--- config.mk ---
export PLATFORM = sky130hd
export DESIGN_NAME = ann_autoneg
export DESIGN_NICKNAME = d
export VERILOG_FILES = /design/src/verilog/ann_pkg.sv /design/src/verilog/ann_autoneg.sv
export VERILOG_INCLUDE_DIRS = /design/src /design/src/verilog
export SDC_FILE = /design/constraint.sdc
export NUM_CORES = 1
export LEC_CHECK = 0
export ABC_AREA = 1
export BUFFER_PORTS_ARGS = -buffer_cell sky130_fd_sc_hd__buf_2
export CAP_MARGIN = 5
export CORE_AREA = 2 2 136 138
export CTS_BUF_LIST = sky130_fd_sc_hd__clkbuf_4 sky130_fd_sc_hd__clkbuf_8 sky130_fd_sc_hd__clkbuf_16
export CTS_CLUSTER_SIZE = 40
export DETAILED_ROUTE_END_ITERATION = 10
export DIE_AREA = 0 0 138 140
export PLACE_DENSITY = 0.73
export SYNTH_ARGS = -nofsm -noshare
export SYNTH_HDL_FRONTEND = slang
export SYNTH_SLANG_ARGS = --single-unit
export TNS_END_PERCENT = 50
--- constraint.sdc ---
create_clock -name clock -period 9.02 [get_ports clock]
set_clock_uncertainty 0.2 [all_clocks]
set_input_delay 1.804 -clock clock [delete_from_list [all_inputs] [get_ports clock]]
set_output_delay 1.804 -clock clock [all_outputs]
set_load 0.03 [all_outputs]
--- src/verilog/ann_consts.svh ---
// constants for the negotiation and crossover control block
`ifndef ANN_CONSTS_SVH
`define ANN_CONSTS_SVH
`define ANN_OFF_BASIC_CONTROL 5'h00
`define ANN_OFF_BASIC_STATUS 5'h01
`define ANN_OFF_ADVERTISED 5'h04
`define ANN_OFF_PARTNER 5'h05
`define ANN_OFF_EXPANSION 5'h06
`define ANN_OFF_SUMMARY 5'h10
`define ANN_OFF_PHY_CONTROL 5'h19
`define ANN_BC_SPEED 13
`define ANN_BC_STRAP_NEGOTIATION_ENABLE 12
`define ANN_BC_RESTART 9
`define ANN_BC_DUPLEX 8
`define ANN_PC_AUTO_MDIX 15
`define ANN_PC_FORCE_MDIX 14
`define ANN_CW_ACK 14
`define ANN_CW_RFAULT 13
`define ANN_CW_NP 15
`define ANN_ABIL_HI 8
`define ANN_ABIL_LO 5
`define ANN_SELECTOR 5'h01
`define ANN_PD_100 16'h0081
`define ANN_PD_10 16'h0021
`define ANN_ABIL_ALL 4'hf
`define ANN_STATUS_FIXED 16'h7849
`define ANN_PHY_CONTROL_RST 16'h8000
`define ANN_LFSR_SEED 16'h0001
`define ANN_CLK_KHZ 50000
`define ANN_BREAK_LINK_MS 1500
`define ANN_LINK_FAIL_INHIBIT_MS 750
`define ANN_MDIX_SLOT_MS 60
`define ANN_BREAK_LINK_CYC (`ANN_BREAK_LINK_MS * `ANN_CLK_KHZ)
`define ANN_LINK_FAIL_INHIBIT_CYC (`ANN_LINK_FAIL_INHIBIT_MS * `ANN_CLK_KHZ)
`define ANN_MDIX_SLOT_CYC (`ANN_MDIX_SLOT_MS * `ANN_CLK_KHZ)
`endif

--- src/verilog/ann_pkg.sv ---
// types for the negotiation and crossover control block
package ann_pkg;
  typedef enum logic [6:0] {
    ST_FORCED = 7'h01,
    ST_BREAK = 7'h02,
    ST_ABILITY = 7'h04,
    ST_ACK = 7'h08,
    ST_PARALLEL = 7'h10,
    ST_LINK_CHECK = 7'h20,
    ST_GOOD = 7'h40
  } ann_state_e;

  typedef struct packed {
    ann_state_e st;
    logic [26:0] tmr;
    logic [1:0] cap_cnt;
    logic strap_done;
    logic [1:0] s_en;
    logic [1:0] s_hi;
    logic [1:0] s_lo;
    logic [1:0] s_mdix;
    logic [1:0] l10;
    logic [1:0] l100;
    logic [15:0] ctl;
    logic [15:0] adv;
    logic [15:0] lpa;
    logic [15:0] phy_control;
    logic pd_fault;
    logic page_rx;
    logic lp_an_able;
    logic an_done;
    logic lock;
    logic link_ok;
    logic spd100;
    logic fdx;
    logic swap;
    logic [15:0] lfsr;
    logic tx_flp_en;
    logic [15:0] tx_word;
    logic tx_halt;
    logic [15:0] rdata;
  } ann_regs_s;
endpackage : ann_pkg

--- src/verilog/ann_autoneg.sv ---
// negotiation, parallel detection, strap decode and crossover control
`timescale 1ns/1ps
`include "ann_consts.svh"

module ann_autoneg #(
  parameter int unsigned BREAK_LINK_CYC = `ANN_BREAK_LINK_CYC,
  parameter int unsigned LINK_FAIL_INHIBIT_CYC = `ANN_LINK_FAIL_INHIBIT_CYC,
  parameter int unsigned MDIX_SLOT_CYC = `ANN_MDIX_SLOT_CYC
) (
  input wire logic clock,
  input wire logic nrst,
  input wire logic strap_negotiation_enable,
  input wire logic strap_mode_high,
  input wire logic strap_mode_low,
  input wire logic strap_auto_mdix,
  input wire logic link_10_good,
  input wire logic link_100_good,
  input wire logic rx_word_valid,
  input wire logic [15:0] rx_word,
  input wire logic [4:0] mgmt_addr,
  input wire logic mgmt_wr,
  input wire logic mgmt_rd,
  input wire logic [15:0] mgmt_wdata,
  output logic [15:0] mgmt_rdata,
  output logic tx_flp_en,
  output logic [15:0] tx_word,
  output logic tx_halt,
  output logic link_up,
  output logic speed_100,
  output logic full_duplex,
  output logic mdix_swap
);
  logic rst_meta_q;
  logic rst_n_q;
  ann_pkg::ann_regs_s r_q;
  ann_pkg::ann_regs_s r_d;
  logic [3:0] common;
  logic an_on;
  logic tech_link;
  logic wr_bc;
  logic [15:0] status_word;

  always_ff @(posedge clock or negedge nrst) begin
    if (!nrst) begin
      rst_meta_q <= 1'b0;
      rst_n_q <= 1'b0;
    end else begin
      rst_meta_q <= 1'b1;
      rst_n_q <= rst_meta_q;
    end
  end

  // resolved common abilities: 8=100fd 7=100hd 6=10fd 5=10hd
  assign common = r_q.adv[`ANN_ABIL_HI:`ANN_ABIL_LO] & r_q.lpa[`ANN_ABIL_HI:`ANN_ABIL_LO];
  assign an_on = r_q.ctl[`ANN_BC_STRAP_NEGOTIATION_ENABLE] & ~r_q.lock;
  assign tech_link = r_q.spd100 ? r_q.l100[1] : r_q.l10[1];
  assign wr_bc = mgmt_wr && (mgmt_addr == `ANN_OFF_BASIC_CONTROL);
  // fixed abilities plus complete, remote fault, link
  assign status_word = `ANN_STATUS_FIXED | {10'h000, r_q.an_done, r_q.lpa[`ANN_CW_RFAULT], 1'b0,
                       r_q.link_ok, 2'h0};

  always_comb begin
    r_d = r_q;
    // pin synchronisers
    r_d.s_en = {r_q.s_en[0], strap_negotiation_enable};
    r_d.s_hi = {r_q.s_hi[0], strap_mode_high};
    r_d.s_lo = {r_q.s_lo[0], strap_mode_low};
    r_d.s_mdix = {r_q.s_mdix[0], strap_auto_mdix};
    r_d.l10 = {r_q.l10[0], link_10_good};
    r_d.l100 = {r_q.l100[0], link_100_good};
    r_d.lfsr = {r_q.lfsr[14:0], r_q.lfsr[15] ^ r_q.lfsr[13] ^ r_q.lfsr[12] ^ r_q.lfsr[10]};
    r_d.tmr = r_q.tmr + 27'h1;

    // strap capture once synchronisers have settled
    if (!r_q.strap_done) begin
      r_d.cap_cnt = r_q.cap_cnt + 2'h1;
      if (r_q.cap_cnt == 2'h3) begin
        r_d.strap_done = 1'b1;
        r_d.ctl = 16'h0000;
        r_d.adv = {7'h00, `ANN_ABIL_ALL, `ANN_SELECTOR};
        r_d.phy_control = `ANN_PHY_CONTROL_RST;
        r_d.phy_control[`ANN_PC_AUTO_MDIX] = r_q.s_mdix[1];
        if (r_q.s_en[1]) begin
          r_d.ctl[`ANN_BC_STRAP_NEGOTIATION_ENABLE] = 1'b1;
          unique case ({r_q.s_hi[1], r_q.s_lo[1]})
            2'h0: r_d.adv[`ANN_ABIL_HI:`ANN_ABIL_LO] = 4'h3;
            2'h1: r_d.adv[`ANN_ABIL_HI:`ANN_ABIL_LO] = 4'hc;
            2'h2: r_d.adv[`ANN_ABIL_HI:`ANN_ABIL_LO] = 4'h5;
            2'h3: r_d.adv[`ANN_ABIL_HI:`ANN_ABIL_LO] = 4'hf;
          endcase
        end else begin
          r_d.ctl[`ANN_BC_SPEED] = r_q.s_hi[1];
          r_d.ctl[`ANN_BC_DUPLEX] = r_q.s_lo[1];
          r_d.lock = 1'b1;
        end
      end
    end

    // management writes
    if (mgmt_wr && r_q.strap_done) begin
      unique case (mgmt_addr)
        `ANN_OFF_BASIC_CONTROL: begin
          r_d.ctl[`ANN_BC_SPEED] = mgmt_wdata[`ANN_BC_SPEED];
          r_d.ctl[`ANN_BC_STRAP_NEGOTIATION_ENABLE] = mgmt_wdata[`ANN_BC_STRAP_NEGOTIATION_ENABLE];
          r_d.ctl[`ANN_BC_DUPLEX] = mgmt_wdata[`ANN_BC_DUPLEX];
          if (!mgmt_wdata[`ANN_BC_STRAP_NEGOTIATION_ENABLE]) begin
            r_d.lock = 1'b0;
          end
        end
        `ANN_OFF_ADVERTISED: r_d.adv = {mgmt_wdata[15:5], `ANN_SELECTOR};
        `ANN_OFF_PHY_CONTROL: r_d.phy_control = mgmt_wdata;
        default: ;
      endcase
    end

    // management reads, one cycle later
    if (mgmt_rd) begin
      unique case (mgmt_addr)
        `ANN_OFF_BASIC_CONTROL: r_d.rdata = r_q.ctl;
        `ANN_OFF_BASIC_STATUS: r_d.rdata = status_word;
        `ANN_OFF_ADVERTISED: r_d.rdata = r_q.adv;
        `ANN_OFF_PARTNER: r_d.rdata = r_q.lpa;
        `ANN_OFF_EXPANSION: begin
          r_d.rdata = {11'h000, r_q.pd_fault, r_q.lpa[`ANN_CW_NP], 1'b0, r_q.page_rx,
                       r_q.lp_an_able};
          r_d.pd_fault = 1'b0;
          r_d.page_rx = 1'b0;
        end
        `ANN_OFF_SUMMARY: r_d.rdata = {1'b0, r_q.swap, 9'h000, r_q.an_done, 1'b0, r_q.fdx,
                                       ~r_q.spd100, r_q.link_ok};
        `ANN_OFF_PHY_CONTROL: r_d.rdata = r_q.phy_control;
        default: r_d.rdata = 16'h0000;
      endcase
    end

    // negotiation arbitration
    r_d.tx_flp_en = 1'b0;
    r_d.tx_halt = 1'b0;
    unique case (r_q.st)
      ann_pkg::ST_FORCED: begin
        r_d.spd100 = r_q.ctl[`ANN_BC_SPEED];
        r_d.fdx = r_q.ctl[`ANN_BC_DUPLEX];
        r_d.link_ok = tech_link & r_q.strap_done;
        r_d.an_done = 1'b0;
        if (an_on && r_q.strap_done) begin
          r_d.st = ann_pkg::ST_ABILITY;
          r_d.tmr = 27'h0;
          r_d.link_ok = 1'b0;
        end
      end
      ann_pkg::ST_BREAK: begin
        r_d.tx_halt = 1'b1;
        r_d.link_ok = 1'b0;
        if (r_q.tmr >= 27'(BREAK_LINK_CYC - 1)) begin
          r_d.st = ann_pkg::ST_ABILITY;
          r_d.tmr = 27'h0;
        end
      end
      ann_pkg::ST_ABILITY: begin
        r_d.tx_flp_en = 1'b1;
        r_d.tx_word = r_q.adv;
        if (rx_word_valid) begin
          r_d.lpa = rx_word;
          r_d.page_rx = 1'b1;
          r_d.lp_an_able = 1'b1;
          r_d.st = ann_pkg::ST_ACK;
          r_d.tmr = 27'h0;
        end else if (r_q.l10[1] || r_q.l100[1]) begin
          r_d.st = ann_pkg::ST_PARALLEL;
        end else if (r_q.tmr >= 27'(MDIX_SLOT_CYC - 1)) begin
          r_d.tmr = 27'h0;
          if (r_q.phy_control[`ANN_PC_AUTO_MDIX] && r_q.lfsr[0]) begin
            r_d.swap = ~r_q.swap;
          end
        end
      end
      ann_pkg::ST_ACK: begin
        r_d.tx_flp_en = 1'b1;
        r_d.tx_word = r_q.adv;
        r_d.tx_word[`ANN_CW_ACK] = 1'b1;
        if (rx_word_valid) begin
          r_d.lpa = rx_word;
          r_d.page_rx = 1'b1;
          if (rx_word[`ANN_CW_ACK]) begin
            r_d.st = ann_pkg::ST_LINK_CHECK;
            r_d.tmr = 27'h0;
            r_d.spd100 = common[3] | common[2];
            r_d.fdx = common[3] | (~common[2] & common[1]);
            if (common == 4'h0) begin
              r_d.st = ann_pkg::ST_BREAK;
            end
          end
        end else if (r_q.tmr >= 27'(LINK_FAIL_INHIBIT_CYC - 1)) begin
          r_d.st = ann_pkg::ST_BREAK;
          r_d.tmr = 27'h0;
        end
      end
      ann_pkg::ST_PARALLEL: begin
        if (r_q.l10[1] ^ r_q.l100[1]) begin
          r_d.lpa = r_q.l100[1] ? `ANN_PD_100 : `ANN_PD_10;
          r_d.lp_an_able = 1'b0;
          r_d.spd100 = r_q.l100[1];
          r_d.fdx = 1'b0;
          r_d.st = ann_pkg::ST_LINK_CHECK;
          r_d.tmr = 27'h0;
        end else begin
          r_d.pd_fault = 1'b1;
          r_d.st = ann_pkg::ST_ABILITY;
          r_d.tmr = 27'h0;
        end
      end
      ann_pkg::ST_LINK_CHECK: begin
        if (tech_link) begin
          r_d.an_done = 1'b1;
          r_d.link_ok = 1'b1;
          r_d.st = ann_pkg::ST_GOOD;
        end else if (r_q.tmr >= 27'(LINK_FAIL_INHIBIT_CYC - 1)) begin
          r_d.st = ann_pkg::ST_BREAK;
          r_d.tmr = 27'h0;
        end
      end
      ann_pkg::ST_GOOD: begin
        if (!tech_link) begin
          r_d.st = ann_pkg::ST_BREAK;
          r_d.tmr = 27'h0;
          r_d.an_done = 1'b0;
          r_d.link_ok = 1'b0;
        end
      end
      default: r_d.st = ann_pkg::ST_FORCED;
    endcase

    // restart request and enable changes override the arbitration
    if (wr_bc && mgmt_wdata[`ANN_BC_RESTART] && an_on && mgmt_wdata[`ANN_BC_STRAP_NEGOTIATION_ENABLE]) begin
      r_d.st = ann_pkg::ST_BREAK;
      r_d.tmr = 27'h0;
      r_d.an_done = 1'b0;
      r_d.link_ok = 1'b0;
    end
    if (!an_on && (r_q.st != ann_pkg::ST_FORCED)) begin
      r_d.st = ann_pkg::ST_FORCED;
      r_d.an_done = 1'b0;
    end

    if (r_q.phy_control[`ANN_PC_FORCE_MDIX]) begin
      r_d.swap = 1'b1;
    end else if (!r_q.phy_control[`ANN_PC_AUTO_MDIX]) begin
      r_d.swap = 1'b0;
    end
  end

  always_ff @(posedge clock or negedge rst_n_q) begin
    if (!rst_n_q) begin
      r_q <= '0;
      r_q.st <= ann_pkg::ST_FORCED;
      r_q.lfsr <= `ANN_LFSR_SEED;
    end else begin
      r_q <= r_d;
    end
  end

  assign mgmt_rdata = r_q.rdata;
  assign tx_flp_en = r_q.tx_flp_en;
  assign tx_word = r_q.tx_word;
  assign tx_halt = r_q.tx_halt;
  assign link_up = r_q.link_ok;
  assign speed_100 = r_q.spd100;
  assign full_duplex = r_q.fdx;
  assign mdix_swap = r_q.swap;
endmodule : ann_autoneg

==> metrics.log <==
[metrics] endpoint class of the critical path: flip-flop
[metrics] total instance count after detailed placement: 1313
[metrics] worst setup path class: input port to flip-flop
[metrics] post-CTS repair timing setup buffer count: 0
[metrics] total count of hold-check failures in the final report: 0
[metrics] status: completed
[metrics] Die ar.: 0.0193 sq mm
[metrics] max-capacitance violation count: 0
[metrics] vias post-DR: 7178
[metrics] area used by sequential logic in the layout: 0.00404 sq mm
[metrics] Die Span Y: 140 um
[metrics] Post-Synth Adder-Cell Area: 0.0106
[metrics] clock tree from TritonCTS: built
[metrics] Post-synth ARST share: 1.00
[metrics] Required @ worst endpoint: between 9 and 10 ns
[metrics] switching power of the nets: 0.697 mW
[metrics] VDD IR max: roughly 0.16 mV
[metrics] number of diodes: 0
[metrics] Std-Cell Core Area: 0.0178 sq mm
[metrics] clock insertion delay at the later pin of the skew report: roughly 0.44 ns
[metrics] fmax: approximately 0.28 GHz
[metrics] Num CTS Buffers: 17
[metrics] Slew @ Worst Pin: 0.923 ns
[metrics] Primary FF master, synth: sky130_fd_sc_hd__dfrtp_1
[metrics] Post-Synth XOR/XNOR Area: 0.0201
[metrics] mean area per synthesized cell: 7.84 sq um
[metrics] total of endpoints with negative setup slack in the final report: 0
[metrics] kind of start point of the critical path: input port
[metrics] CTS Buffer Depth: 2
[metrics] compound-gate portion of the synthesized area: 0.0878
[metrics] detailed-route wire length: 21.3 mm
[metrics] internal power: 1.38 mW
[metrics] arrival time at the worst endpoint: 3.76 ns
[metrics] wire length of the first global-routing pass: 34.0 mm
[metrics] simple-gate share of the synthesized area: 0.289
[metrics] share of power burned in the clock network: 0.367
[metrics] average wire per cell in the routed design: about 16 um
[metrics] Setup TNS Final: 0 ns
[metrics] Post-Syn Instances: 1058
[metrics] fill cell count: 1682
[metrics] normalized max-slew margin: 0.384
[metrics] largest net degree at the start of global routing: 75
[metrics] minimum period implied by the final worst setup slack: roughly 3.6 ns
[metrics] via count of the first global-routing pass: approximately 6.5k
[metrics] number of antenna violations at the first check in global routing: 0
[metrics] EDFF count, synth: 0
[metrics] sequential fraction of design power: 0.437
[metrics] largest family of logic cells by synthesized area: simple AND/OR/NAND/NOR gates
[metrics] # port buffers: 85
[metrics] summed instance area of the synthesized netlist: a little over 0.008 sq mm
[metrics] share of synthesized area occupied by flip-flops and latches: 0.486
[metrics] unrepaired setup endpoints after global routing: no
[metrics] tightest hold margin: 0.145 ns
[metrics] violation count after the first detailed-route iteration: 803
[metrics] detailed-router iteration count before antenna repair: 6
[metrics] maximum level of the CTS H-tree: 4
[metrics] estimated wirelength of the detail-placed design: 15.7 mm
[metrics] fraction of power spent switching nets: 0.336
[metrics] final number of max-transition violations: 0
[metrics] final design utilization: 0.521
[metrics] global route total overflow: 0
[metrics] count of different cell masters after synthesis: 48
[metrics] routed vias/inst: between 5 and 6
[metrics] CTS clk-pin slew, worst paths: 0.07 ns
[metrics] count of yosys warnings during synthesis: 0
[metrics] layout overhead on the synthesized area: 11.8%
[metrics] mux share of post-synthesis cell area: 0.00136
[metrics] leakage power: 4.72 nW
[metrics] initial cell density of the core: 0.467
[metrics] global-route usage over all layers: 0.222
[metrics] Final Total Pwr: between 2 and 2.5 mW
[metrics] Final Wtd Congestion: 0.954
[metrics] proportion of layout cells with a drive suffix above 1: 0.138
[metrics] clk sink count: 161
[metrics] Mapped Nets: ~1.1k
[metrics] Critical Path Fanout Max: 27
[metrics] Final ANT Viol Nets: 0
[metrics] power per cell area: 223 mW/mm^2
[metrics] clock root buffer master: sky130_fd_sc_hd__clkbuf_16
[metrics] worst hold path type: flip-flop to flip-flop
[metrics] number of synthesized register bits: 161
[metrics] number of ports placed on the die boundary: 86
[metrics] final routed DRC violation total: 0
[metrics] multi-input combinational cell area: 0.00339 sq mm
[metrics] number of placement rows: 49
[metrics] nets@finish: 1159
[metrics] final instance count without filler cells: 1346
[metrics] combinational fraction of design power: 0.197
[metrics] share of the cycle needed by the critical path after routing: 0.402
[metrics] x dimension of the die: about 140 um
[power by group through the flow]
stage | clock network (mW) | registers [mW] | logic [mW]
after floorplan | 0 | 0.914 | 0.311
after global placement | 0 | 0.915 | 0.398
after detailed placement | 0 | 0.914 | 0.405
after CTS | 0.773 | 0.901 | 0.409
after global routing | 0.803 | 0.914 | 0.453
final | 0.760 | 0.905 | 0.407
[state kept, by name (all words and copies together) (netlist names)]
name	flops
mgmt_rdata	16
mdix_swap	1
rst_meta_q	1
full_duplex	1
r_d	21
rst_n_q	1
tx_flp_en	1
link_up	1
tx_word	16
tx_halt	1
r_q	100
speed_100	1
[worst max-delay path, cell delays in order]
cell and delay [ns]:
sky130_fd_sc_hd__buf_2 0.11, sky130_fd_sc_hd__nor2_1 0.13, sky130_fd_sc_hd__nand4_1 0.15, sky130_fd_sc_hd__inv_1 0.48, sky130_fd_sc_hd__nand2_1 0.63, sky130_fd_sc_hd__o21ai_0 0.43
[routing by layer]
layer / track usage / vias to the layer above / part of all wire
li1: - / 3461 / -
met1: 0.336 / 3338 / 0.47
met2: 0.319 / 343 / 0.43
met3: 0.0462 / 36 / 0.082
met4: 0.0709 / 0 / 0.018
met5: 0 / - / 0
[repair_timing]
action,CTS,global route
endpoints found under the hold margin,15,0
hold buffers,1,0
gates resized for setup,0,0
setup endpoints to repair,0,0
[worst paths after layout]
kind | cells past startpoint | slack [ns] | to | from
min in group asynchronous | 1 | 0.31 | r_q[158]$_DFF_PN0_ | rst_n_q$_DFF_PN0_
setup / recovery | 6 | 5.39 | r_q[70]$_DFF_PN0_ | mgmt_addr[1]
setup reg to reg | 11 | 5.87 | r_q[89]$_DFFE_PN0P_ | r_q[171]$_DFFE_PN0P_
hold reg to reg | 0 | 0.14 | r_q[126]$_DFF_PN0_ | r_d[126]$_DFF_PN0_
max in group asynchronous | 2 | 6.87 | tx_word[8]$_DFFE_PN0N_ | rst_n_q$_DFF_PN0_
hold / removal | 0 | 0.14 | r_q[126]$_DFF_PN0_ | r_d[126]$_DFF_PN0_
[kinds of logic after synthesis]
family,Yosys count
xor+xnor,19
buf+inv,187
mux,1
flops,161
other cells,1
fa+ha+maj,7
compound gates,128
simple gates,554
[layout make-up]
type	count	share of cell area
flip-flops and latches	161	0.435
clock inverters	14	0.0207
clock buffers	18	0.0467
well taps	229	0.0309
inverters	125	0.0512
repair buffers	89	0.0494
multi-input cells	710	0.366
[cells in the mapped netlist (3+ instances only)]
cell,instances,area (sq um)
sky130_fd_sc_hd__ha_1,7,87.6
sky130_fd_sc_hd__nand4_1,23,144
sky130_fd_sc_hd__buf_6,4,45.0
sky130_fd_sc_hd__o21ai_1,6,30.0
sky130_fd_sc_hd__o21ai_0,68,340
sky130_fd_sc_hd__o22ai_1,5,31.3
sky130_fd_sc_hd__inv_2,6,22.5
sky130_fd_sc_hd__nand3_2,3,30.0
sky130_fd_sc_hd__a22oi_1,3,22.5
sky130_fd_sc_hd__nor2_4,4,45.0
sky130_fd_sc_hd__o211ai_1,7,52.6
sky130_fd_sc_hd__buf_2,4,20.0
sky130_fd_sc_hd__xor2_1,15,131
sky130_fd_sc_hd__clkbuf_1,19,71.3
sky130_fd_sc_hd__inv_1,117,439
sky130_fd_sc_hd__dfrtp_1,159,3980
sky130_fd_sc_hd__nor2_2,6,37.5
sky130_fd_sc_hd__o2111ai_1,3,26.3
sky130_fd_sc_hd__nor4_1,3,18.8
sky130_fd_sc_hd__nand2_1,271,1020
sky130_fd_sc_hd__buf_4,34,255
sky130_fd_sc_hd__nor3_1,16,80.1
sky130_fd_sc_hd__a21oi_1,22,110
sky130_fd_sc_hd__nor2_1,131,492
sky130_fd_sc_hd__xnor2_1,4,35.0
sky130_fd_sc_hd__a221oi_1,3,26.3
sky130_fd_sc_hd__nand3_1,87,435
[through the flow]
| stage | area [sq um] | worst slack (ns) |
|---|---|---|
| after floorplan | 8290 | 4.01 |
| after global placement | 8640 | 5.09 |
| after detailed placement | 8640 | 5.04 |
| after CTS | 9270 | 5.46 |
| after global routing | 9270 | 5.16 |
| final | 9270 | 5.39 |
[cell usage in the layout, fill, tap and decap left out, types with 2 or more instances in the layout]
master and count:
sky130_fd_sc_hd__o31ai_1 2, sky130_fd_sc_hd__nor2_1 131, sky130_fd_sc_hd__nand2_1 271, sky130_fd_sc_hd__nand3_1 87, sky130_fd_sc_hd__nor3_2 2, sky130_fd_sc_hd__buf_4 3, sky130_fd_sc_hd__clkinv_8 2, sky130_fd_sc_hd__nand4_1 23
sky130_fd_sc_hd__nor2_4 4, sky130_fd_sc_hd__nor2_2 6, sky130_fd_sc_hd__a21oi_1 22, sky130_fd_sc_hd__o22ai_1 5, sky130_fd_sc_hd__xnor2_1 4, sky130_fd_sc_hd__or2_2 2, sky130_fd_sc_hd__nand3_2 3, sky130_fd_sc_hd__a211oi_1 2
sky130_fd_sc_hd__nand2_4 2, sky130_fd_sc_hd__a221oi_1 3, sky130_fd_sc_hd__o211ai_1 7, sky130_fd_sc_hd__inv_2 6, sky130_fd_sc_hd__o2111ai_1 3, sky130_fd_sc_hd__inv_8 5, sky130_fd_sc_hd__dfstp_2 2, sky130_fd_sc_hd__o21ai_1 6
sky130_fd_sc_hd__ha_1 7, sky130_fd_sc_hd__dfrtp_1 158, sky130_fd_sc_hd__xor2_1 15, sky130_fd_sc_hd__bufinv_16 2, sky130_fd_sc_hd__clkbuf_16 17, sky130_fd_sc_hd__nor3_1 16, sky130_fd_sc_hd__inv_6 4, sky130_fd_sc_hd__a22oi_1 3
sky130_fd_sc_hd__nor4_1 3, sky130_fd_sc_hd__inv_1 117, sky130_fd_sc_hd__nand2_2 2, sky130_fd_sc_hd__o21ai_0 68, sky130_fd_sc_hd__buf_2 85
Note: power is estimated with default switching activity, not from simulation.
